$ cat config.mk
export PLATFORM = sky130hd
export DESIGN_NAME = iusr_regs
export DESIGN_NICKNAME = d
export VERILOG_FILES = /design/src/design/iusr_pkg.sv /design/src/design/iusr_regs.sv
export SDC_FILE = /design/constraint.sdc
export NUM_CORES = 1
export LEC_CHECK = 0
export BUFFER_PORTS_ARGS = -buffer_cell sky130_fd_sc_hd__buf_2
export CAP_MARGIN = 5
export CORE_MARGIN = 2
export CORE_UTILIZATION = 55
export CTS_CLUSTER_DIAMETER = 100
export DETAILED_ROUTE_END_ITERATION = 8
export PLACE_DENSITY = 0.87
export SLEW_MARGIN = 40
export SYNTH_ARGS = -nofsm -noshare
export SYNTH_HDL_FRONTEND = slang
export SYNTH_SLANG_ARGS = --single-unit
$ cat constraint.sdc
create_clock -name clk -period 3.6 [get_ports clk]
set_input_delay 0.54 -clock clk [delete_from_list [all_inputs] [get_ports clk]]
set_output_delay 0.54 -clock clk [all_outputs]
set_load 0.01 [all_outputs]
$ cat src/design/iusr_pkg.sv
// Package of constants for the integer unit state and watchpoint registers.
package iusr_pkg;

	// ---------------------------------------------------------------
	// Register selection codes
	// ---------------------------------------------------------------
	localparam logic [4:0] IUSR_ASR_WATCH_FIRST = 5'h18;
	localparam logic [4:0] IUSR_ASR_WATCH_LAST  = 5'h1F;

	// ---------------------------------------------------------------
	// Field layout
	// ---------------------------------------------------------------
	localparam int IUSR_TBA_LSB   = 12;
	localparam int IUSR_CODE_LSB  = 4;
	localparam int IUSR_WADDR_LSB = 2;
	localparam int IUSR_FETCH_BIT = 0;
	localparam int IUSR_LOAD_BIT  = 1;
	localparam int IUSR_STORE_BIT = 0;
	localparam int IUSR_NUM_WATCH = 4;
	localparam int IUSR_NUM_WIN   = 8;

	// ---------------------------------------------------------------
	// Reset values
	// ---------------------------------------------------------------
	localparam logic IUSR_ENABLE_RST = 1'b0;

	// ---------------------------------------------------------------
	// Program flow
	// ---------------------------------------------------------------
	localparam logic [31:0] IUSR_PC_STEP = 32'h0000_0004;
	localparam logic [3:0]  IUSR_VEC_PAD = 4'h0;

	// ---------------------------------------------------------------
	// Special register selector
	// ---------------------------------------------------------------
	typedef enum logic [2:0] {
		IUSR_SEL_MDH       = 3'h0,
		IUSR_SEL_TRAP_BASE = 3'h1,
		IUSR_SEL_WIN_MASK  = 3'h3,
		IUSR_SEL_PC        = 3'h2,
		IUSR_SEL_NPC       = 3'h6,
		IUSR_SEL_ASR       = 3'h7
	} iusr_sel_t;

endpackage : iusr_pkg

$ cat src/design/iusr_regs.sv
// Integer unit special state registers and four hardware watchpoints.
`timescale 1ns/10ps
// ----------------------------------------------------------------------
// Behaviour
// - High word takes the upper product word of every multiply or step.
// - Divides take the upper dividend word from the high word register.
// - High word is read and written by its own instructions in any mode.
// - Trap base field is the top 20 bits of the trap table address.
// - Trap type is written on each trap except external reset, then held.
// - Trap type selects the entry offset within the trap table.
// - Trap base register is reached only by privileged instructions.
// - Window invalid mask is reached only by privileged instructions.
// - Program counter holds the address of the executing instruction.
// - Trap saves PC into local 1; trap return reloads PC from it.
// - Next PC holds the following instruction address absent a trap.
// - Trap saves next PC into local 2; trap return reloads it.
// - Four watchpoints: address at even ancillary 24-30, mask at odd 25-31.
// - Upper 30 bits of each address register hold the watched word address.
// - Fetch enable in the address register makes fetches hit.
// - Mask bit one compares that address bit; zero ignores it.
// - Load enable in the mask register makes loads hit.
// - Store enable in the mask register makes stores hit.
// - Watchpoint registers use ancillary instructions in any mode.
// - Registers read safely after power-up; unreset bits may be undefined.
// ----------------------------------------------------------------------
module iusr_regs
	import iusr_pkg::*;
#(
	parameter int NUM_WATCH = IUSR_NUM_WATCH,
	parameter int NUM_WIN   = IUSR_NUM_WIN
) (
	// Clock and reset
	input  wire logic        clk,
	input  wire logic        rst_n,
	// Special register access from the pipeline
	input  wire logic        supervisor,
	input  wire logic        rd_en,
	input  wire logic        wr_en,
	input  wire iusr_sel_t   reg_sel,
	input  wire logic [4:0]  asr_num,
	input  wire logic [31:0] wr_data,
	output logic      [31:0] rd_data,
	output logic             priv_fault,
	// Multiply and divide unit
	input  wire logic        mul_done,
	input  wire logic [31:0] mul_high,
	output logic      [31:0] div_high,
	// Program flow
	input  wire logic        advance,
	input  wire logic [31:0] target_pc,
	input  wire logic        trap_take,
	input  wire logic        trap_ext_reset,
	input  wire logic [7:0]  trap_type_in,
	input  wire logic        trap_return,
	input  wire logic [31:0] saved_pc,
	input  wire logic [31:0] saved_npc,
	output logic      [31:0] trap_vector,
	output logic      [31:0] pc_out,
	output logic      [31:0] npc_out,
	output logic      [31:0] save_local1,
	output logic      [31:0] save_local2,
	// Watchpoint compare
	input  wire logic        acc_fetch,
	input  wire logic        acc_load,
	input  wire logic        acc_store,
	input  wire logic [31:0] fetch_addr,
	input  wire logic [31:0] data_addr,
	output logic             watch_hit
);

	// ---------------------------------------------------------------
	// State
	// ---------------------------------------------------------------
	// Data words carry no reset, so they read safely but undefined.
	logic [31:0]          mdh_q;
	logic [31:0]          mdh_d;
	logic [19:0]          tba_q;
	logic [19:0]          tba_d;
	logic [7:0]           code_q;
	logic [7:0]           code_d;
	logic [NUM_WIN-1:0]   winmask_q;
	logic [NUM_WIN-1:0]   winmask_d;
	logic [31:0]          pc_q;
	logic [31:0]          pc_d;
	logic [31:0]          npc_q;
	logic [31:0]          npc_d;
	logic [29:0]          waddr_q [NUM_WATCH];
	logic [29:0]          waddr_d [NUM_WATCH];
	logic [29:0]          wmask_q [NUM_WATCH];
	logic [29:0]          wmask_d [NUM_WATCH];
	logic [NUM_WATCH-1:0] fen_q;
	logic [NUM_WATCH-1:0] fen_d;
	logic [NUM_WATCH-1:0] len_q;
	logic [NUM_WATCH-1:0] len_d;
	logic [NUM_WATCH-1:0] sen_q;
	logic [NUM_WATCH-1:0] sen_d;
	logic [NUM_WATCH-1:0] fetch_hits;
	logic [NUM_WATCH-1:0] data_hits;
	logic [31:0]          entry_vec;
	logic                 priv_sel;
	logic                 acc_ok;
	logic                 wr_ok;
	logic                 asr_watch;
	logic [1:0]           widx;

	// ---------------------------------------------------------------
	// Helpers
	// ---------------------------------------------------------------
	// Word compare under a mask, shared by the fetch and the data path.
	function automatic logic addr_match(input logic [29:0] a, input logic [29:0] w,
			input logic [29:0] m);
		addr_match = (((a ^ w) & m) == 30'h0);
	endfunction : addr_match

	// Trap table entry: base on top, trap code as the entry offset.
	function automatic logic [31:0] table_entry(input logic [19:0] base,
			input logic [7:0] code);
		table_entry = {base, code, IUSR_VEC_PAD};
	endfunction : table_entry

	// ---------------------------------------------------------------
	// Access decode
	// ---------------------------------------------------------------
	assign priv_sel   = (reg_sel == IUSR_SEL_TRAP_BASE) || (reg_sel == IUSR_SEL_WIN_MASK);
	assign acc_ok     = !priv_sel || supervisor;
	assign wr_ok      = wr_en && acc_ok;
	assign priv_fault = (rd_en || wr_en) && !acc_ok;
	assign asr_watch  = (reg_sel == IUSR_SEL_ASR) && (asr_num >= IUSR_ASR_WATCH_FIRST)
			&& (asr_num <= IUSR_ASR_WATCH_LAST);
	assign widx       = asr_num[2:1];

	tbr_priv_a : assert property (@(posedge clk) disable iff (!rst_n)
		(rd_en && reg_sel == IUSR_SEL_TRAP_BASE && !supervisor)
		|-> (priv_fault && rd_data == 32'h0000_0000))
		else $error("User read of trap base allowed");

	win_priv_a : assert property (@(posedge clk) disable iff (!rst_n)
		(rd_en && reg_sel == IUSR_SEL_WIN_MASK && !supervisor) |-> priv_fault)
		else $error("User access to window mask");

	asr_user_a : assert property (@(posedge clk) disable iff (!rst_n)
		((rd_en || wr_en) && reg_sel == IUSR_SEL_ASR) |-> !priv_fault)
		else $error("Ancillary access refused");

	// ---------------------------------------------------------------
	// Multiply and divide high word
	// ---------------------------------------------------------------
	always_comb begin
		mdh_d = mdh_q;
		if (wr_ok && (reg_sel == IUSR_SEL_MDH)) begin
			mdh_d = wr_data;
		end
		// The product lands last, so it wins over a write in the same cycle.
		if (mul_done) begin
			mdh_d = mul_high;
		end
	end

	always_ff @(posedge clk) begin
		mdh_q <= mdh_d;
	end

	mdh_from_mul_a : assert property (@(posedge clk) disable iff (!rst_n)
		mul_done |=> (mdh_q == $past(mul_high)))
		else $error("High word missed product");

	mdh_write_a : assert property (@(posedge clk) disable iff (!rst_n)
		(wr_en && reg_sel == IUSR_SEL_MDH && !mul_done) |=> (mdh_q == $past(wr_data)))
		else $error("High word write lost");

	mdh_read_a : assert property (@(posedge clk) disable iff (!rst_n)
		(rd_en && reg_sel == IUSR_SEL_MDH) |-> (rd_data == mdh_q && !priv_fault))
		else $error("High word read wrong");

	mdh_div_link_a : assert property (@(posedge clk) disable iff (!rst_n)
		div_high == mdh_q)
		else $error("Divide high word wrong");

	// ---------------------------------------------------------------
	// Trap base and trap code
	// ---------------------------------------------------------------
	always_comb begin
		tba_d  = tba_q;
		code_d = code_q;
		if (wr_ok && (reg_sel == IUSR_SEL_TRAP_BASE)) begin
			tba_d = wr_data[31:IUSR_TBA_LSB];
		end
		// An external reset trap leaves the last trap code in place.
		if (trap_take && !trap_ext_reset) begin
			code_d = trap_type_in;
		end
	end

	always_ff @(posedge clk) begin
		tba_q  <= tba_d;
		code_q <= code_d;
	end

	code_keep_a : assert property (@(posedge clk) disable iff (!rst_n)
		!trap_take |=> $stable(code_q))
		else $error("Trap code changed");

	code_ext_a : assert property (@(posedge clk) disable iff (!rst_n)
		(trap_take && trap_ext_reset) |=> $stable(code_q))
		else $error("Trap code written on reset trap");

	code_write_a : assert property (@(posedge clk) disable iff (!rst_n)
		(trap_take && !trap_ext_reset)
		|=> (trap_vector[IUSR_TBA_LSB-1:IUSR_CODE_LSB] == $past(trap_type_in)))
		else $error("Trap code not the table offset");

	base_priv_a : assert property (@(posedge clk) disable iff (!rst_n)
		(wr_en && reg_sel == IUSR_SEL_TRAP_BASE && !supervisor) |=> $stable(tba_q))
		else $error("User write to trap base");

	base_write_a : assert property (@(posedge clk) disable iff (!rst_n)
		(wr_en && reg_sel == IUSR_SEL_TRAP_BASE && supervisor)
		|=> (trap_vector[31:IUSR_TBA_LSB] == $past(wr_data[31:IUSR_TBA_LSB])))
		else $error("Trap base not on top of vector");

	// ---------------------------------------------------------------
	// Window invalid mask
	// ---------------------------------------------------------------
	always_comb begin
		winmask_d = winmask_q;
		if (wr_ok && (reg_sel == IUSR_SEL_WIN_MASK)) begin
			winmask_d = wr_data[NUM_WIN-1:0];
		end
	end

	always_ff @(posedge clk) begin
		winmask_q <= winmask_d;
	end

	win_write_a : assert property (@(posedge clk) disable iff (!rst_n)
		(wr_en && reg_sel == IUSR_SEL_WIN_MASK && supervisor)
		|=> (winmask_q == $past(wr_data[NUM_WIN-1:0])))
		else $error("Window mask write lost");

	// ---------------------------------------------------------------
	// Program counters
	// ---------------------------------------------------------------
	// The entry uses code_d: the new trap code, or the held one on an external reset trap.
	assign entry_vec = table_entry(tba_q, code_d);

	always_comb begin
		pc_d  = pc_q;
		npc_d = npc_q;
		if (trap_take) begin
			pc_d  = entry_vec;
			npc_d = entry_vec + IUSR_PC_STEP;
		end else if (trap_return) begin
			pc_d  = saved_pc;
			npc_d = saved_npc;
		end else if (advance) begin
			pc_d  = npc_q;
			npc_d = target_pc;
		end
	end

	always_ff @(posedge clk) begin
		pc_q  <= pc_d;
		npc_q <= npc_d;
	end

	trap_entry_a : assert property (@(posedge clk) disable iff (!rst_n)
		(trap_take && !(wr_en && reg_sel == IUSR_SEL_TRAP_BASE))
		|=> (pc_q == trap_vector && npc_q == trap_vector + IUSR_PC_STEP))
		else $error("Trap did not enter the table");

	rett_pc_a : assert property (@(posedge clk) disable iff (!rst_n)
		(trap_return && !trap_take) |=> (pc_q == $past(saved_pc)))
		else $error("Trap return PC reload wrong");

	rett_npc_a : assert property (@(posedge clk) disable iff (!rst_n)
		(trap_return && !trap_take) |=> (npc_q == $past(saved_npc)))
		else $error("Trap return next PC reload wrong");

	pc_step_a : assert property (@(posedge clk) disable iff (!rst_n)
		(advance && !trap_take && !trap_return) |=> (pc_q == $past(npc_q)))
		else $error("PC did not follow next PC");

	npc_step_a : assert property (@(posedge clk) disable iff (!rst_n)
		(advance && !trap_take && !trap_return) |=> (npc_q == $past(target_pc)))
		else $error("Next PC did not take the target");

	// ---------------------------------------------------------------
	// Watchpoint registers
	// ---------------------------------------------------------------
	always_comb begin
		waddr_d = waddr_q;
		wmask_d = wmask_q;
		fen_d   = fen_q;
		len_d   = len_q;
		sen_d   = sen_q;
		if (wr_ok && asr_watch) begin
			if (!asr_num[0]) begin
				waddr_d[widx] = wr_data[31:IUSR_WADDR_LSB];
				fen_d[widx]   = wr_data[IUSR_FETCH_BIT];
			end else begin
				wmask_d[widx] = wr_data[31:IUSR_WADDR_LSB];
				len_d[widx]   = wr_data[IUSR_LOAD_BIT];
				sen_d[widx]   = wr_data[IUSR_STORE_BIT];
			end
		end
		// Only the enables reset; address and mask keep whatever they hold.
		if (!rst_n) begin
			fen_d = {NUM_WATCH{IUSR_ENABLE_RST}};
			len_d = {NUM_WATCH{IUSR_ENABLE_RST}};
			sen_d = {NUM_WATCH{IUSR_ENABLE_RST}};
		end
	end

	always_ff @(posedge clk) begin
		waddr_q <= waddr_d;
		wmask_q <= wmask_d;
		fen_q   <= fen_d;
		len_q   <= len_d;
		sen_q   <= sen_d;
	end

	waddr_write_a : assert property (@(posedge clk) disable iff (!rst_n)
		(wr_en && reg_sel == IUSR_SEL_ASR && asr_num == IUSR_ASR_WATCH_FIRST)
		|=> (waddr_q[0] == $past(wr_data[31:IUSR_WADDR_LSB])))
		else $error("Watch address write lost");

	en_reset_a : assert property (@(posedge clk)
		$rose(rst_n) |-> (fen_q == '0 && len_q == '0 && sen_q == '0))
		else $error("Enables not cleared");

	// ---------------------------------------------------------------
	// Read data
	// ---------------------------------------------------------------
	always_comb begin
		rd_data = 32'h0000_0000;
		if (rd_en && acc_ok) begin
			unique case (reg_sel)
				IUSR_SEL_MDH:       rd_data = mdh_q;
				IUSR_SEL_TRAP_BASE: rd_data = table_entry(tba_q, code_q);
				IUSR_SEL_WIN_MASK:  rd_data = {{(32-NUM_WIN){1'b0}}, winmask_q};
				IUSR_SEL_PC:        rd_data = pc_q;
				IUSR_SEL_NPC:       rd_data = npc_q;
				IUSR_SEL_ASR: begin
					if (asr_watch && !asr_num[0]) begin
						rd_data = {waddr_q[widx], 1'b0, fen_q[widx]};
					end else if (asr_watch) begin
						rd_data = {wmask_q[widx], len_q[widx], sen_q[widx]};
					end
				end
				default: ;
			endcase
		end
	end

	pc_read_a : assert property (@(posedge clk) disable iff (!rst_n)
		(rd_en && reg_sel == IUSR_SEL_PC) |-> (rd_data == pc_out))
		else $error("PC read wrong");

	npc_read_a : assert property (@(posedge clk) disable iff (!rst_n)
		(rd_en && reg_sel == IUSR_SEL_NPC) |-> (rd_data == npc_out))
		else $error("Next PC read wrong");

	addr_reserved_a : assert property (@(posedge clk) disable iff (!rst_n)
		(rd_en && asr_watch && !asr_num[0]) |-> (rd_data[1] == 1'b0))
		else $error("Reserved address bit not zero");

	// ---------------------------------------------------------------
	// Hit compare
	// ---------------------------------------------------------------
	// Hit is combinational so the pipeline can trap on the same access.
	always_comb begin
		fetch_hits = '0;
		data_hits  = '0;
		for (int i = 0; i < NUM_WATCH; i++) begin
			fetch_hits[i] = acc_fetch && fen_q[i]
					&& addr_match(fetch_addr[31:2], waddr_q[i], wmask_q[i]);
			data_hits[i]  = ((acc_load && len_q[i]) || (acc_store && sen_q[i]))
					&& addr_match(data_addr[31:2], waddr_q[i], wmask_q[i]);
		end
	end

	assign watch_hit = |{fetch_hits, data_hits};

	no_hit_a : assert property (@(posedge clk) disable iff (!rst_n)
		(fen_q == '0 && len_q == '0 && sen_q == '0) |-> !watch_hit)
		else $error("Hit while disabled");

	fetch_hit_a : assert property (@(posedge clk) disable iff (!rst_n)
		(acc_fetch && fen_q[0] && ((fetch_addr[31:2] ^ waddr_q[0]) & wmask_q[0]) == 30'h0)
		|-> watch_hit)
		else $error("Fetch hit missed");

	mask_ignore_a : assert property (@(posedge clk) disable iff (!rst_n)
		(acc_fetch && fen_q[0] && wmask_q[0] == 30'h0) |-> watch_hit)
		else $error("Zero mask still compared");

	load_off_a : assert property (@(posedge clk) disable iff (!rst_n)
		(acc_load && !acc_fetch && !acc_store && len_q == '0) |-> !watch_hit)
		else $error("Load hit while disabled");

	store_off_a : assert property (@(posedge clk) disable iff (!rst_n)
		(acc_store && !acc_fetch && !acc_load && sen_q == '0) |-> !watch_hit)
		else $error("Store hit while disabled");

	// ---------------------------------------------------------------
	// Outputs
	// ---------------------------------------------------------------
	assign div_high    = mdh_q;
	assign trap_vector = table_entry(tba_q, code_q);
	assign pc_out      = pc_q;
	assign npc_out     = npc_q;
	assign save_local1 = pc_q;
	assign save_local2 = npc_q;

endmodule : iusr_regs

### Yosys cells after proc, flatten, opt, wreduce, memory -nomap -nowiden

Cells that the tools add are included.

* bits in read-only memories: 0
* bits in latches: 0
* flip-flop bits (word level): 384
* memories: 0
* input bits: 253
* RAM bits: 0

* multiply operators: 0
* $add $sub $neg: 1
* reductions and logical operators: 59
* bitwise gates (word level): 18
* muxes and demuxes: 34
* equality and inequality tests: 5
* divide/modulo/power cells: 0
* shifts and indexed selects: 0
* magnitude comparators: 6

Operator list (count)
* $mux W32: 11
* $and A30 B30 Y30: 8
* $bwmux W120: 2
* $logic_not A30 Y1: 8
* $xor A30 B30 Y30: 8
* $pmux W32 S6: 1
* $mux W30: 5
* $bmux W30 S2: 2
* $demux W30 S2: 1
* $logic_and A1 B1 Y1: 33
* $add A32 B3 Y32 const B: 1
* $bwmux W4: 3
* $mux W8: 1
* $reduce_or A8 Y1: 1
* $logic_or A1 B1 Y1: 7
* $bmux W1 S2: 3
* $eq A3 B2 Y1 const B: 2
* $eq A3 B3 Y1 const B: 2
* $ge A5 B5 Y1 const B: 1
* $le A5 B5 Y1 const B: 1
* $logic_not A1 Y1: 4
* $mux W1: 4
* $reduce_and A2 Y1: 2
* $reduce_bool A2 Y1: 2
* 10 further kinds: 10

### Depth between registers and ports, before layout

Gate-level depths: netlist of the first run.

* word-level depth: 8
* depth in mapped cells: 9
* depth with buffers taken out: 6

### Least setup slack after synthesis of the first run

OpenSTA, ideal clock, no wires.

* kind: input port to flip-flop
* start: input reg_sel[2]
* end: register wmask_q[60] (netlist name), enable pin
* data arrival time: 2.823 ns
* buffers on the path: 3
* library setup time: 0.420 ns
* path slack: 0.357 ns
* cell stages on the path: 7
* path through: buf_4 and2_1 buf_4 and4_1 buf_4 o2111ai_4 nor2_1

* longest elaborated chain between the ends: 7
* elaborated cells on any way between the ends: 11
* classes of those cells: eq/ne (3); reduce/logical (8)

Ends and longest elaborated chain
* start: declaration: line iusr_regs.sv:39 `input wire iusr_sel_t reg_sel,`
* $eq A3 B1 Y1 / $eq A3 B2 Y1 (equally long branches): line iusr_regs.sv:124 `assign priv_sel = (reg_sel == IUSR_SEL_TRAP_BASE) || (reg_sel == IUSR_SEL_WIN_MASK);`
* $logic_or A1 B1 Y1: line iusr_regs.sv:124
* $logic_not A1 Y1: line iusr_regs.sv:125 `assign acc_ok = !priv_sel || supervisor;`
* $logic_or A1 B1 Y1: line iusr_regs.sv:125
* $logic_and A1 B1 Y1: line iusr_regs.sv:126 `assign wr_ok = wr_en && acc_ok;`
* $logic_and A1 B1 Y1 *: line iusr_regs.sv:296 `if (wr_ok && asr_watch) begin`
* $reduce_and A2 Y1 (no line) *
* end signal: assignment: line iusr_regs.sv:316 `wmask_q <= wmask_d;`
* end: declaration: line iusr_regs.sv:89 `logic [29:0] wmask_q [NUM_WATCH];`

Every way passes the cells marked *; elsewhere a longest branch is shown, timed or not.
A chain may end at the register's enable or synchronous reset.

### Worst setup path after layout of the first run

* start: register waddr_q[32] (netlist name)
* end: output watch_hit

* longest elaborated chain between the ends: 5
* elaborated cells on any way between the ends: 9
* classes of those cells: bitwise (4); reduce/logical (5)

Ends and longest elaborated chain
* start: declaration: line iusr_regs.sv:87 `logic [29:0] waddr_q [NUM_WATCH];`
* start signal: assignment: line iusr_regs.sv:315 `waddr_q <= waddr_d;`
* $xor A30 B30 Y30: line iusr_regs.sv:112 `addr_match = (((a ^ w) & m) == 30'h0);`
* $and A30 B30 Y30: line iusr_regs.sv:112
* $logic_not A30 Y1: line iusr_regs.sv:112
* $logic_and A1 B1 Y1, on equally long branches: line iusr_regs.sv:376, iusr_regs.sv:378
* $reduce_or A8 Y1 *: line iusr_regs.sv:382 `assign watch_hit = |{fetch_hits, data_hits};`
* end: declaration: line iusr_regs.sv:68 `output logic watch_hit`

Marked as above.

==> results of run 1 <==
-- layer usage --
metal  part of all wire (%)  GRT usage (%)
met4                    5.6           20.8
met3                     15           14.5
met5                   0.13              0
met2                     44           59.3
met1                     35           51.2
-- worst max-delay path: cells and delay by family, from the launching register on --
family	cells	cell delay [ns]
buf+inv	1	0.16
simple gates	2	0.39
xor+xnor	1	0.19
flops	1	0.45
compound gates	3	1.12
-- kinds of logic (layout without fill, tap and decap cells) --
group | after synthesis | after routing | synth area share (%)
other | 1 | 18 | 0.0185
AOI/OAI and AO/OA | 317 | 317 | 11.7
buffers and inverters | 156 | 592 | 4.31
DFF | 384 | 384 | 55.6
xor gates and xnor gates | 240 | 240 | 10.4
muxes | 123 | 123 | 10.3
and+or+nand+nor | 326 | 326 | 7.67
-- metrics by stage --
step,total power [µW],utilization [%],area (µm²)
6_report,10700,66.6,24300
5_1_grt,11000,66.5,24200
4_1_cts,10700,66.5,24200
3_5_place_dp,6690,63.0,23000
3_3_place_gp,6660,63.0,23000
2_1_floorplan,5990,-,20300
-- cell usage after synthesis, types with 11 or more instances --
cell                       count  share of area (%)
sky130_fd_sc_hd__a211oi_1     56                2.1
sky130_fd_sc_hd__a21oi_1      34               0.84
sky130_fd_sc_hd__a221oi_1     34                1.5
sky130_fd_sc_hd__a22o_1       32                1.4
sky130_fd_sc_hd__a22oi_1      95                3.5
sky130_fd_sc_hd__a31oi_1      25               0.77
sky130_fd_sc_hd__buf_2        18               0.44
sky130_fd_sc_hd__buf_4        71                2.6
sky130_fd_sc_hd__clkbuf_1     50               0.92
sky130_fd_sc_hd__dfxtp_1      24                2.4
sky130_fd_sc_hd__edfxtp_1    360                 53
sky130_fd_sc_hd__inv_1        11               0.20
sky130_fd_sc_hd__mux2_2       33                1.8
sky130_fd_sc_hd__mux2i_1      25                1.2
sky130_fd_sc_hd__mux4_2       65                7.2
sky130_fd_sc_hd__nand2_1     134                2.5
sky130_fd_sc_hd__nand4_1      16               0.49
sky130_fd_sc_hd__nor2_1       73                1.4
sky130_fd_sc_hd__nor2b_1      81                2.5
sky130_fd_sc_hd__xor2_1      240                 10
-- layout make-up --
type | instances | area (µm²)
Antenna cell | 14 | 35.0
Clock buffer | 56 | 1120
Clock inverter | 17 | 135
Fill cell | 2677 | 12200
Inverter | 11 | 41.3
Multi-Input combinational cell | 1010 | 8180
Sequential cell | 384 | 11300
Tap cell | 468 | 586
Timing Repair Buffer | 508 | 2860
-- worst max-delay path by stage --
stage,to,cells past startpoint,from,slack [ns]
floorplan,wmask_q[60]$_DFFE_PP_,7,reg_sel[2],0.36
global placement,rd_data[28],8,asr_num[2],0.49
detailed placement,rd_data[10],8,asr_num[2],0.46
CTS,watch_hit,7,waddr_q[32]$_DFFE_PP_,0.31
global route,watch_hit,7,waddr_q[32]$_DFFE_PP_,0.17
finish,watch_hit,7,waddr_q[32]$_DFFE_PP_,0.20
-- state kept, by name (all words and copies together), names as in the netlist, 8 cells and up --
| signal | count |
|---|---|
| waddr_q | 120 |
| wmask_q | 120 |
| div_high | 32 |
| npc_out | 32 |
| pc_out | 32 |
| tba_q | 20 |
| code_q | 8 |
| winmask_q | 8 |
-- cells in the final DEF (no fill, tap or decap), drive strengths merged, types with 32 or more instances in the layout --
cell type | Yosys | routed
buf | 95 | 508
a221oi | 34 | 34
edfxtp | 360 | 360
nand2 | 134 | 134
nor2 | 73 | 73
clkbuf | 50 | 56
a22o | 32 | 32
nor2b | 81 | 81
a21oi | 34 | 34
a211oi | 56 | 56
xor2 | 240 | 240
mux4 | 65 | 65
a22oi | 95 | 95
mux2 | 33 | 33
-- power breakdown --
part	switching, µW	internal, µW	leakage, µW	total, µW
logic	884	567	0.00519	1450
clock network	1740	2330	0.000619	4070
registers	152	5040	0.00354	5200
total	2780	7940	0.00935	10700
==> run_summary.xml, run 1 <==
<?xml version="1.0" encoding="UTF-8"?>
<metrics>
  <group name="placed_design">
    <metric name="replace_congestion" unit="">1.03</metric>
    <metric name="dpl_worst_slack" unit="ns">0.465</metric>
    <metric name="port-buffer-count" unit="">470</metric>
    <metric name="placedCellCount" unit="">2381</metric>
    <metric name="dpl.hpwl" unit="mm">57.7</metric>
  </group>
  <group name="floorplan">
    <metric name="num_rows" unit="">70</metric>
    <metric name="die_height" unit="µm">196</metric>
    <metric name="dieWidth" unit="µm">196</metric>
    <metric name="floorplan.initialDensity" unit="%">55.7</metric>
    <metric name="floorplan.io_pins" unit="">479</metric>
    <metric name="design.die.area" unit="µm²">38400</metric>
    <metric name="core" unit="µm²">36400</metric>
  </group>
  <group name="clock_tree">
    <metric name="cts_post_setup_buffers_inserted" unit="">0</metric>
    <metric name="worst_skew_pair.late_latency" unit="ns">0.57</metric>
    <metric name="ctsLongestPathBuffers" unit="">3</metric>
    <metric name="cts_hold_buffers" unit="">0</metric>
    <metric name="ctsResizeCount" unit="">0</metric>
    <metric name="clock_slew_seen_by_the_registers_of_the_worst_setup_and_hold_paths" unit="ns">0.06</metric>
    <metric name="root_buffer" unit="">sky130_fd_sc_hd__clkbuf_16</metric>
    <metric name="cts_bufs_inserted" unit="">41</metric>
    <metric name="clk_sinks" unit="">384</metric>
    <metric name="clock_tree_from_tritoncts" unit="">done</metric>
    <metric name="cts-htree-levels" unit="">2</metric>
  </group>
  <group name="setup_path">
    <metric name="endpoint_kind" unit="">output port</metric>
    <metric name="cpPeakStageDelay" unit="ns">0.59</metric>
    <metric name="path_class" unit="">flip-flop to output port</metric>
    <metric name="crit_path_top_delay_cell" unit="">sky130_fd_sc_hd__a221oi_1</metric>
    <metric name="timing.critical_path.from_type" unit="">flip-flop</metric>
    <metric name="worst_r2r_endpoint" unit="">pc_out[4]$_DFFE_PP_</metric>
    <metric name="worst_r2r_path_depth" unit="">3</metric>
    <metric name="timing.critical_path.arrival" unit="ns">2.86</metric>
    <metric name="reg2reg_setup_slack" unit="ns">2.03</metric>
    <metric name="critical_path.cell_chain" unit="">xor2_1 -&gt; a22o_1 -&gt; a221oi_1 -&gt; nand4_1 -&gt; o22ai_1 -&gt; or4_1 -&gt; buf_2</metric>
    <metric name="r2r-start" unit="">npc_out[4]$_DFFE_PP_</metric>
    <metric name="worst-endpoint-required" unit="ns">3.06</metric>
    <metric name="path_max_fanout" unit="">3</metric>
  </group>
  <group name="global_route">
    <metric name="antenna_found_initial" unit="">22</metric>
    <metric name="first_global_vias" unit="">15600</metric>
    <metric name="pin_count_of_the_biggest_net_entering_global_routing" unit="">80</metric>
    <metric name="grt_pass1_wl" unit="mm">109</metric>
    <metric name="grt.overflow.total" unit="">0</metric>
    <metric name="grt_use_total" unit="%">39.8</metric>
  </group>
  <group name="final_layout">
    <metric name="final-instance-count-excl-fill" unit="">2468</metric>
    <metric name="final_nets" unit="">2209</metric>
    <metric name="fraction_of_layout_instances_using_a_drive_strength_above_1" unit="%">34.0</metric>
    <metric name="area_growth_syn_to_layout" unit="%">19.5</metric>
  </group>
  <group name="timing">
    <metric name="grt_setup_unrepaired" unit="">no</metric>
    <metric name="setup_viol" unit="">0</metric>
    <metric name="finalCriticalPeriod" unit="ns">3.40</metric>
    <metric name="max_freq" unit="GHz">0.294</metric>
    <metric name="final.period_utilization" unit="%">94.6</metric>
    <metric name="slew_headroom" unit="%">41.6</metric>
    <metric name="timing.final.hold_violations" unit="">0</metric>
    <metric name="timing.clock.skew" unit="ns">0.0184</metric>
    <metric name="slew_violations" unit="">0</metric>
    <metric name="fin_worst_hold_slack" unit="ns">0.227</metric>
    <metric name="fin_setup_tns" unit="ns">0</metric>
    <metric name="worst_pin_slew" unit="ns">0.874</metric>
    <metric name="final_critical_path_setup_slack" unit="ns">0.195</metric>
  </group>
  <group name="min_path">
    <metric name="hold_start" unit="">trap_type_in[5]</metric>
    <metric name="worstHoldPathCells" unit="">3</metric>
    <metric name="class_of_the_tightest_hold_or_removal_check" unit="">input port to flip-flop</metric>
    <metric name="timing.hold.worst_endpoint" unit="">code_q[5]$_DFF_P_</metric>
  </group>
  <group name="power">
    <metric name="leakagePower" unit="µW">0.00935</metric>
    <metric name="p_per_area" unit="nW/µm²">442</metric>
    <metric name="vdd_drop_max" unit="V">0.000350</metric>
  </group>
  <group name="status">
    <metric name="run_status" unit="">finished, final reports clean</metric>
  </group>
  <group name="drt">
    <metric name="drc" unit="">0</metric>
    <metric name="avgViaCountPerCell" unit="">6.60</metric>
    <metric name="detailroute.via_count" unit="">16300</metric>
    <metric name="wire_per_inst" unit="µm">31.6</metric>
    <metric name="wirelength" unit="mm">77.9</metric>
    <metric name="drt_iter0_markers" unit="">2395</metric>
    <metric name="antenna_left" unit="">0</metric>
    <metric name="detailedRoute.firstPassIterationCount" unit="">6</metric>
  </group>
  <group name="synthesis">
    <metric name="synth_async_sr_flop_share" unit="%">0</metric>
    <metric name="synthCells" unit="">1547</metric>
    <metric name="syn-mean-instance-area" unit="µm²">13.1</metric>
    <metric name="number_of_enable_flip_flop_cells_after_synthesis" unit="">360</metric>
    <metric name="netlist-cell-type-count" unit="">40</metric>
    <metric name="synth.yosys.seq_area_share" unit="%">55.6</metric>
    <metric name="netlist_area" unit="µm²">20300</metric>
    <metric name="synth_top_flop_cell" unit="">sky130_fd_sc_hd__edfxtp_1</metric>
    <metric name="synth.ff_latch_count" unit="">384</metric>
    <metric name="synthesis.yosys.warnings" unit="">0</metric>
  </group>
  <group name="job">
    <metric name="timing.max_cap.violations" unit="">0</metric>
  </group>
</metrics>
Power figures use the tool's default switching activity.
==> run 2: changes to the inputs <==
--- a/config.mk
+++ b/config.mk
@@ -7,2 +7,3 @@
 export LEC_CHECK = 0
+export ABC_CLOCK_PERIOD_IN_PS = 3600
 export BUFFER_PORTS_ARGS = -buffer_cell sky130_fd_sc_hd__buf_2
--- a/constraint.sdc
+++ b/constraint.sdc
@@ -3,2 +3,2 @@
 set_output_delay 0.54 -clock clk [all_outputs]
-set_load 0.01 [all_outputs]
+set_load 0.05 [all_outputs]
==> run_summary.xml, run 2 (same netlist as run 1, synthesis figures left out) <==
<?xml version="1.0" encoding="UTF-8"?>
<metrics>
  <group name="clock_tree">
    <metric name="cts_post_setup_buffers_inserted" unit="">0</metric>
    <metric name="cts_hold_buffers" unit="">0</metric>
    <metric name="worst_skew_pair.late_latency" unit="ns">0.55</metric>
    <metric name="ctsLongestPathBuffers" unit="">3</metric>
    <metric name="cts-htree-levels" unit="">2</metric>
    <metric name="clk_sinks" unit="">384</metric>
    <metric name="clock_tree_from_tritoncts" unit="">done</metric>
    <metric name="root_buffer" unit="">sky130_fd_sc_hd__clkbuf_16</metric>
    <metric name="cts_bufs_inserted" unit="">41</metric>
    <metric name="clock_slew_seen_by_the_registers_of_the_worst_setup_and_hold_paths" unit="ns">0.06</metric>
    <metric name="ctsResizeCount" unit="">0</metric>
  </group>
  <group name="setup_path">
    <metric name="timing.critical_path.from_type" unit="">flip-flop</metric>
    <metric name="worst-endpoint-required" unit="ns">3.06</metric>
    <metric name="timing.critical_path.arrival" unit="ns">2.89</metric>
    <metric name="critical_path.cell_chain" unit="">xor2_1 -&gt; a22o_1 -&gt; a221oi_1 -&gt; nand4_1 -&gt; o22ai_1 -&gt; or4_1 -&gt; buf_2</metric>
    <metric name="crit_path_top_delay_cell" unit="">sky130_fd_sc_hd__a221oi_1</metric>
    <metric name="path_max_fanout" unit="">3</metric>
    <metric name="endpoint_kind" unit="">output port</metric>
    <metric name="setup.worst_path.start" unit="">waddr_q[52]$_DFFE_PP_</metric>
    <metric name="cpPeakStageDelay" unit="ns">0.48</metric>
    <metric name="path_class" unit="">flip-flop to output port</metric>
    <metric name="worst_r2r_path_depth" unit="">3</metric>
    <metric name="r2r-start" unit="">npc_out[4]$_DFFE_PP_</metric>
  </group>
  <group name="min_path">
    <metric name="worstHoldPathCells" unit="">3</metric>
    <metric name="class_of_the_tightest_hold_or_removal_check" unit="">input port to flip-flop</metric>
    <metric name="hold_start" unit="">saved_pc[0]</metric>
  </group>
  <group name="placed_design">
    <metric name="port-buffer-count" unit="">470</metric>
    <metric name="dpl.hpwl" unit="mm">57.2</metric>
    <metric name="replace_congestion" unit="">1.02</metric>
    <metric name="placedCellCount" unit="">2384</metric>
  </group>
  <group name="drt">
    <metric name="detailroute.via_count" unit="">16400</metric>
    <metric name="drc" unit="">0</metric>
    <metric name="wirelength" unit="mm">76.6</metric>
    <metric name="antenna_left" unit="">0</metric>
    <metric name="avgViaCountPerCell" unit="">6.61</metric>
    <metric name="detailedRoute.firstPassIterationCount" unit="">6</metric>
    <metric name="drt_iter0_markers" unit="">2616</metric>
    <metric name="wire_per_inst" unit="µm">30.9</metric>
  </group>
  <group name="timing">
    <metric name="grt_setup_unrepaired" unit="">no</metric>
    <metric name="max_freq" unit="GHz">0.292</metric>
    <metric name="timing.final.hold_violations" unit="">0</metric>
    <metric name="finalCriticalPeriod" unit="ns">3.43</metric>
    <metric name="fin_setup_tns" unit="ns">0</metric>
    <metric name="worst_pin_slew" unit="ns">0.786</metric>
    <metric name="timing.clock.skew" unit="ns">0.0190</metric>
    <metric name="slew_violations" unit="">0</metric>
    <metric name="setup_viol" unit="">0</metric>
    <metric name="final.period_utilization" unit="%">95.2</metric>
    <metric name="slew_headroom" unit="%">47.3</metric>
  </group>
  <group name="job">
    <metric name="timing.max_cap.violations" unit="">0</metric>
  </group>
  <group name="final_layout">
    <metric name="final_common_cell" unit="">sky130_fd_sc_hd__buf_2</metric>
    <metric name="final_nets" unit="">2212</metric>
    <metric name="final-instance-count-excl-fill" unit="">2476</metric>
    <metric name="area_growth_syn_to_layout" unit="%">20.1</metric>
    <metric name="most_frequent_cells_in_the_layout" unit="">sky130_fd_sc_hd__buf_2, sky130_fd_sc_hd__edfxtp_1, sky130_fd_sc_hd__xor2_1, sky130_fd_sc_hd__nand2_1, sky130_fd_sc_hd__a22oi_1</metric>
    <metric name="fraction_of_layout_instances_using_a_drive_strength_above_1" unit="%">34.3</metric>
    <metric name="reg_top3" unit="">waddr_q x120, wmask_q x120</metric>
  </group>
  <group name="global_route">
    <metric name="pin_count_of_the_biggest_net_entering_global_routing" unit="">61</metric>
    <metric name="antenna_found_initial" unit="">33</metric>
    <metric name="first_global_vias" unit="">15500</metric>
    <metric name="grt_pass1_wl" unit="mm">107</metric>
    <metric name="grt.overflow.total" unit="">0</metric>
    <metric name="grt_use_total" unit="%">38.8</metric>
  </group>
  <group name="status">
    <metric name="run_status" unit="">finished, final reports clean</metric>
  </group>
  <group name="floorplan">
    <metric name="num_rows" unit="">70</metric>
    <metric name="dieWidth" unit="µm">196</metric>
    <metric name="design.die.area" unit="µm²">38400</metric>
    <metric name="floorplan.io_pins" unit="">479</metric>
    <metric name="floorplan.initialDensity" unit="%">55.7</metric>
    <metric name="die_height" unit="µm">196</metric>
    <metric name="core" unit="µm²">36400</metric>
  </group>
  <group name="power">
    <metric name="vdd_drop_max" unit="V">0.000411</metric>
    <metric name="leakagePower" unit="µW">0.00939</metric>
    <metric name="p_per_area" unit="nW/µm²">472</metric>
  </group>
</metrics>
## run 2: cell types whose count changed in the layout (fill, tap and decap cells not counted), moves of 2 or more
cell	delta
sky130_fd_sc_hd__clkinv_2	-2
sky130_fd_sc_hd__buf_2	-2
sky130_fd_sc_hd__clkbuf_8	+3
sky130_fd_sc_hd__clkbuf_1	-9
sky130_fd_sc_hd__diode_2	+6
sky130_fd_sc_hd__buf_4	+4
sky130_fd_sc_hd__clkinv_1	+6
## run 2: cell type report
cell class	count	area (µm²)
Tap cell	468	586
Sequential cell	384	11300
Multi-Input combinational cell	1010	8180
Clock buffer	50	1130
Inverter	11	41.3
Timing Repair Buffer	511	2900
Clock inverter	22	178
Fill cell	2669	12100
Antenna cell	20	50.0
## run 2: where the power goes
group	internal, µW	switching [µW]	total [µW]	leakage [µW]
Combinational	573	1550	2120	0.00520
Clock	2440	1740	4180	0.000646
Sequential	5040	150	5190	0.00354
## run 2: per-stage QoR
stage | utilization [%] | setup slack, ns | area (µm²) | total power, µW | hold WS [ns]
3_3_place_gp | 63.1 | 0.466 | 23000 | 7330 | 0.480
3_5_place_dp | 63.1 | 0.448 | 23000 | 7350 | 0.489
2_1_floorplan | - | 0.357 | 20300 | 6670 | 0.462
4_1_cts | 66.7 | 0.254 | 24300 | 11500 | 0.236
5_1_grt | 66.8 | 0.100 | 24300 | 11700 | 0.263
6_report | 66.9 | 0.172 | 24400 | 11500 | 0.238
## run 2: worst paths after layout
kind                                                to  slack (ns)
worst min-delay path            pc_out[0]$_SDFFE_PP0P_        0.24
worst max-delay path                         watch_hit        0.17
worst min register to register   sen_q[3]$_SDFFE_PN0P_        0.50
worst max register to register     pc_out[4]$_DFFE_PP_        1.94
## run 2: critical path: cells and delay by family (launching register included)
family / cells / cell delay [ns]
DFF: 1 / 0.45
and+or+nand+nor: 2 / 0.45
xor gates and xnor gates: 1 / 0.19
AOI/OAI and AO/OA: 3 / 0.97
buffers and inverters: 1 / 0.29
## run 2: metal layers
layer  part of all wire [%]  track usage, %  up-vias
met5                   0.15               0        -
met4                    5.9            18.7       18
met3                     15            14.2      293
met2                     45            59.0     1438
met1                     34            49.6     7916
li1                       -               -     6709
==> run 3: changes to the inputs <==
Settings changed: ABC_AREA set to 1, CAP_MARGIN 5 to 30.
==> run_summary.xml, run 3 <==
<?xml version="1.0" encoding="UTF-8"?>
<metrics>
  <group name="synthesis">
    <metric name="cell_taking_the_most_area_after_synthesis" unit="">sky130_fd_sc_hd__edfxtp_1</metric>
    <metric name="synthMuxAreaShare" unit="%">0</metric>
    <metric name="number_of_enable_flip_flop_cells_after_synthesis" unit="">360</metric>
    <metric name="synthMostInstantiatedCell" unit="">sky130_fd_sc_hd__nand2_1</metric>
    <metric name="yosys.area_share.xor_xnor" unit="%">0</metric>
    <metric name="synthCells" unit="">2687</metric>
    <metric name="synth.ff_latch_count" unit="">384</metric>
    <metric name="netlist-cell-type-count" unit="">30</metric>
    <metric name="post_synth_fa_ha_maj_area_fraction" unit="%">0</metric>
    <metric name="synth_top_flop_cell" unit="">sky130_fd_sc_hd__edfxtp_1</metric>
    <metric name="synth.area.top_cells" unit="">sky130_fd_sc_hd__edfxtp_1, sky130_fd_sc_hd__nand2_1, sky130_fd_sc_hd__nand3_1</metric>
    <metric name="netlist_area" unit="µm²">21400</metric>
    <metric name="synth_top_family_by_area" unit="">simple AND/OR/NAND/NOR gates</metric>
    <metric name="synth.yosys.seq_area_share" unit="%">52.8</metric>
    <metric name="compound_cell_area_share_of_the_yosys_netlist" unit="%">9.41</metric>
    <metric name="synth_top_cell_area_share" unit="%">50.6</metric>
    <metric name="syn-mean-instance-area" unit="µm²">7.96</metric>
    <metric name="post_synth_and_or_nand_nor_area_fraction" unit="%">28.7</metric>
    <metric name="ys_top_cells_by_count" unit="">sky130_fd_sc_hd__nand2_1, sky130_fd_sc_hd__edfxtp_1, sky130_fd_sc_hd__nand3_1</metric>
    <metric name="synthesis.yosys.warnings" unit="">0</metric>
    <metric name="synth_async_sr_flop_share" unit="%">0</metric>
  </group>
  <group name="drt">
    <metric name="detailroute.via_count" unit="">21900</metric>
    <metric name="detailedRoute.firstPassIterationCount" unit="">6</metric>
    <metric name="wirelength" unit="mm">86.8</metric>
    <metric name="antenna_left" unit="">0</metric>
    <metric name="avgViaCountPerCell" unit="">6.00</metric>
    <metric name="drc" unit="">0</metric>
    <metric name="drt_iter0_markers" unit="">3358</metric>
    <metric name="wire_per_inst" unit="µm">23.7</metric>
  </group>
  <group name="clock_tree">
    <metric name="worst_skew_pair.late_latency" unit="ns">0.55</metric>
    <metric name="root_buffer" unit="">sky130_fd_sc_hd__clkbuf_16</metric>
    <metric name="ctsResizeCount" unit="">0</metric>
    <metric name="cts-htree-levels" unit="">2</metric>
    <metric name="clk_sinks" unit="">384</metric>
    <metric name="cts_post_setup_buffers_inserted" unit="">0</metric>
    <metric name="cts_hold_buffers" unit="">0</metric>
    <metric name="ctsLongestPathBuffers" unit="">3</metric>
    <metric name="clock_slew_seen_by_the_registers_of_the_worst_setup_and_hold_paths" unit="ns">0.06</metric>
    <metric name="cts_bufs_inserted" unit="">41</metric>
    <metric name="clock_tree_from_tritoncts" unit="">done</metric>
  </group>
  <group name="floorplan">
    <metric name="core" unit="µm²">38500</metric>
    <metric name="dieWidth" unit="µm">201</metric>
    <metric name="die_height" unit="µm">201</metric>
    <metric name="floorplan.io_pins" unit="">479</metric>
    <metric name="floorplan.initialDensity" unit="%">55.6</metric>
    <metric name="design.die.area" unit="µm²">40500</metric>
    <metric name="num_rows" unit="">72</metric>
  </group>
  <group name="final_layout">
    <metric name="nFillCells" unit="">3173</metric>
    <metric name="final_nets" unit="">3345</metric>
    <metric name="reg_top3" unit="">waddr_q x120, wmask_q x120</metric>
    <metric name="fraction_of_layout_instances_using_a_drive_strength_above_1" unit="%">18.8</metric>
    <metric name="most_frequent_cells_in_the_layout" unit="">sky130_fd_sc_hd__nand2_1, sky130_fd_sc_hd__buf_2, sky130_fd_sc_hd__edfxtp_1, sky130_fd_sc_hd__nand3_1, sky130_fd_sc_hd__inv_1</metric>
    <metric name="final_common_cell" unit="">sky130_fd_sc_hd__nand2_1</metric>
    <metric name="area_growth_syn_to_layout" unit="%">18.7</metric>
  </group>
  <group name="timing">
    <metric name="max_freq" unit="GHz">0.317</metric>
    <metric name="worst_pin_slew" unit="ns">0.762</metric>
    <metric name="timing.final.hold_violations" unit="">0</metric>
    <metric name="fin_setup_tns" unit="ns">0</metric>
    <metric name="slew_violations" unit="">0</metric>
    <metric name="timing.clock.skew" unit="ns">0.0126</metric>
    <metric name="final_critical_path_setup_slack" unit="ns">0.448</metric>
    <metric name="setup_viol" unit="">0</metric>
    <metric name="grt_setup_unrepaired" unit="">no</metric>
    <metric name="slew_headroom" unit="%">49.0</metric>
    <metric name="finalCriticalPeriod" unit="ns">3.15</metric>
    <metric name="final.period_utilization" unit="%">87.6</metric>
  </group>
  <group name="min_path">
    <metric name="class_of_the_tightest_hold_or_removal_check" unit="">input port to flip-flop</metric>
    <metric name="hold_start" unit="">mul_high[1]</metric>
    <metric name="timing.hold.worst_endpoint" unit="">div_high[1]$_DFFE_PP_</metric>
    <metric name="worstHoldPathCells" unit="">3</metric>
  </group>
  <group name="global_route">
    <metric name="grt_use_total" unit="%">41.6</metric>
    <metric name="first_global_vias" unit="">20200</metric>
    <metric name="antenna_found_initial" unit="">19</metric>
    <metric name="grt_pass1_wl" unit="mm">125</metric>
    <metric name="pin_count_of_the_biggest_net_entering_global_routing" unit="">62</metric>
    <metric name="grt.overflow.total" unit="">0</metric>
  </group>
  <group name="setup_path">
    <metric name="r2r-start" unit="">code_q[1]$_DFF_P_</metric>
    <metric name="crit_path_top_delay_cell" unit="">sky130_fd_sc_hd__nand2_2</metric>
    <metric name="path_class" unit="">input port to output port</metric>
    <metric name="worst_r2r_path_depth" unit="">4</metric>
    <metric name="cpPeakStageDelay" unit="ns">0.48</metric>
    <metric name="timing.critical_path.arrival" unit="ns">2.61</metric>
    <metric name="critical_path.cell_chain" unit="">buf_2 -&gt; inv_1 -&gt; nor2_1 -&gt; nand2_2 -&gt; buf_4 -&gt; nor2_1 -&gt; a311oi_1 -&gt; a21oi_1 -&gt; buf_2</metric>
    <metric name="timing.critical_path.from_type" unit="">input port</metric>
    <metric name="path_max_fanout" unit="">25</metric>
    <metric name="reg2reg_setup_slack" unit="ns">2.33</metric>
    <metric name="worst-endpoint-required" unit="ns">3.06</metric>
    <metric name="endpoint_kind" unit="">output port</metric>
    <metric name="worst_r2r_endpoint" unit="">npc_out[5]$_DFFE_PP_</metric>
  </group>
  <group name="power">
    <metric name="total_power" unit="µW">11400</metric>
    <metric name="vdd_drop_max" unit="V">0.000371</metric>
    <metric name="leakagePower" unit="µW">0.0115</metric>
    <metric name="p_per_area" unit="nW/µm²">450</metric>
  </group>
  <group name="placed_design">
    <metric name="port-buffer-count" unit="">470</metric>
    <metric name="dpl.hpwl" unit="mm">63.5</metric>
    <metric name="dpl_worst_slack" unit="ns">0.569</metric>
    <metric name="replace_congestion" unit="">1.02</metric>
  </group>
  <group name="status">
    <metric name="run_status" unit="">finished, final reports clean</metric>
  </group>
  <group name="job">
    <metric name="timing.max_cap.violations" unit="">0</metric>
  </group>
</metrics>
[run 3: worst max-delay path: cells and delay by family]
family	cells	cell delay, ns
AOI/OAI and AO/OA	2	0.28
buffers and inverters	4	0.83
and+or+nand+nor	3	0.96
[run 3: final cells by class]
type	instances	area (µm²)	area share [%]
flip-flops and latches	384	11300	44.5
multi-input cells	1866	8210	32.4
repair buffers	518	2850	11.2
clock buffers	54	1130	4.44
inverters	281	1050	4.16
well taps	518	648	2.55
clock inverters	21	148	0.582
diodes	17	42.5	0.168
[run 3: logic make-up after synthesis]
family          count (synthesis)
other cells                     1
simple gates                 1511
compound gates                351
buf+inv                       440
flops                         384
[run 3: how the worst max path moves through the flow]
stage / startpoint / to / slack, ns / cells past startpoint
after floorplan: reg_sel[0] / div_high[0]$_DFFE_PP_ / 0.70 / 4
after global placement: reg_sel[0] / rd_data[16] / 0.54 / 7
after detailed placement: reg_sel[2] / rd_data[26] / 0.57 / 9
after CTS: reg_sel[2] / rd_data[26] / 0.57 / 9
after global routing: reg_sel[0] / rd_data[24] / 0.39 / 7
final: reg_sel[2] / rd_data[26] / 0.45 / 9
[run 3: stage by stage]
stage	util, %	instance area [µm²]	hold WS (ns)	cells
after floorplan	-	21400	0.444	2690
after global placement	62.5	24000	0.456	3566
after detailed placement	62.5	24000	0.461	3566
after CTS	65.8	25300	0.250	3641
after global routing	65.9	25300	0.265	3646
final	66.0	25400	0.256	3659
[run 3: per-layer routing]
metal	vias to the layer above	global-route usage, %	routed length [µm]	share of wire [%]
li1	9740	-	-	-
met1	10200	53.0	31100	36
met2	1724	65.5	38900	45
met3	302	9.33	11200	13
met4	14	24.2	5540	6.4
met5	-	0	88	0.10
[run 3: power breakdown]
group | switching, µW | internal [µW]
registers | 141 | 5040
logic | 1650 | 482
clock network | 1760 | 2340
total | 3550 | 7870
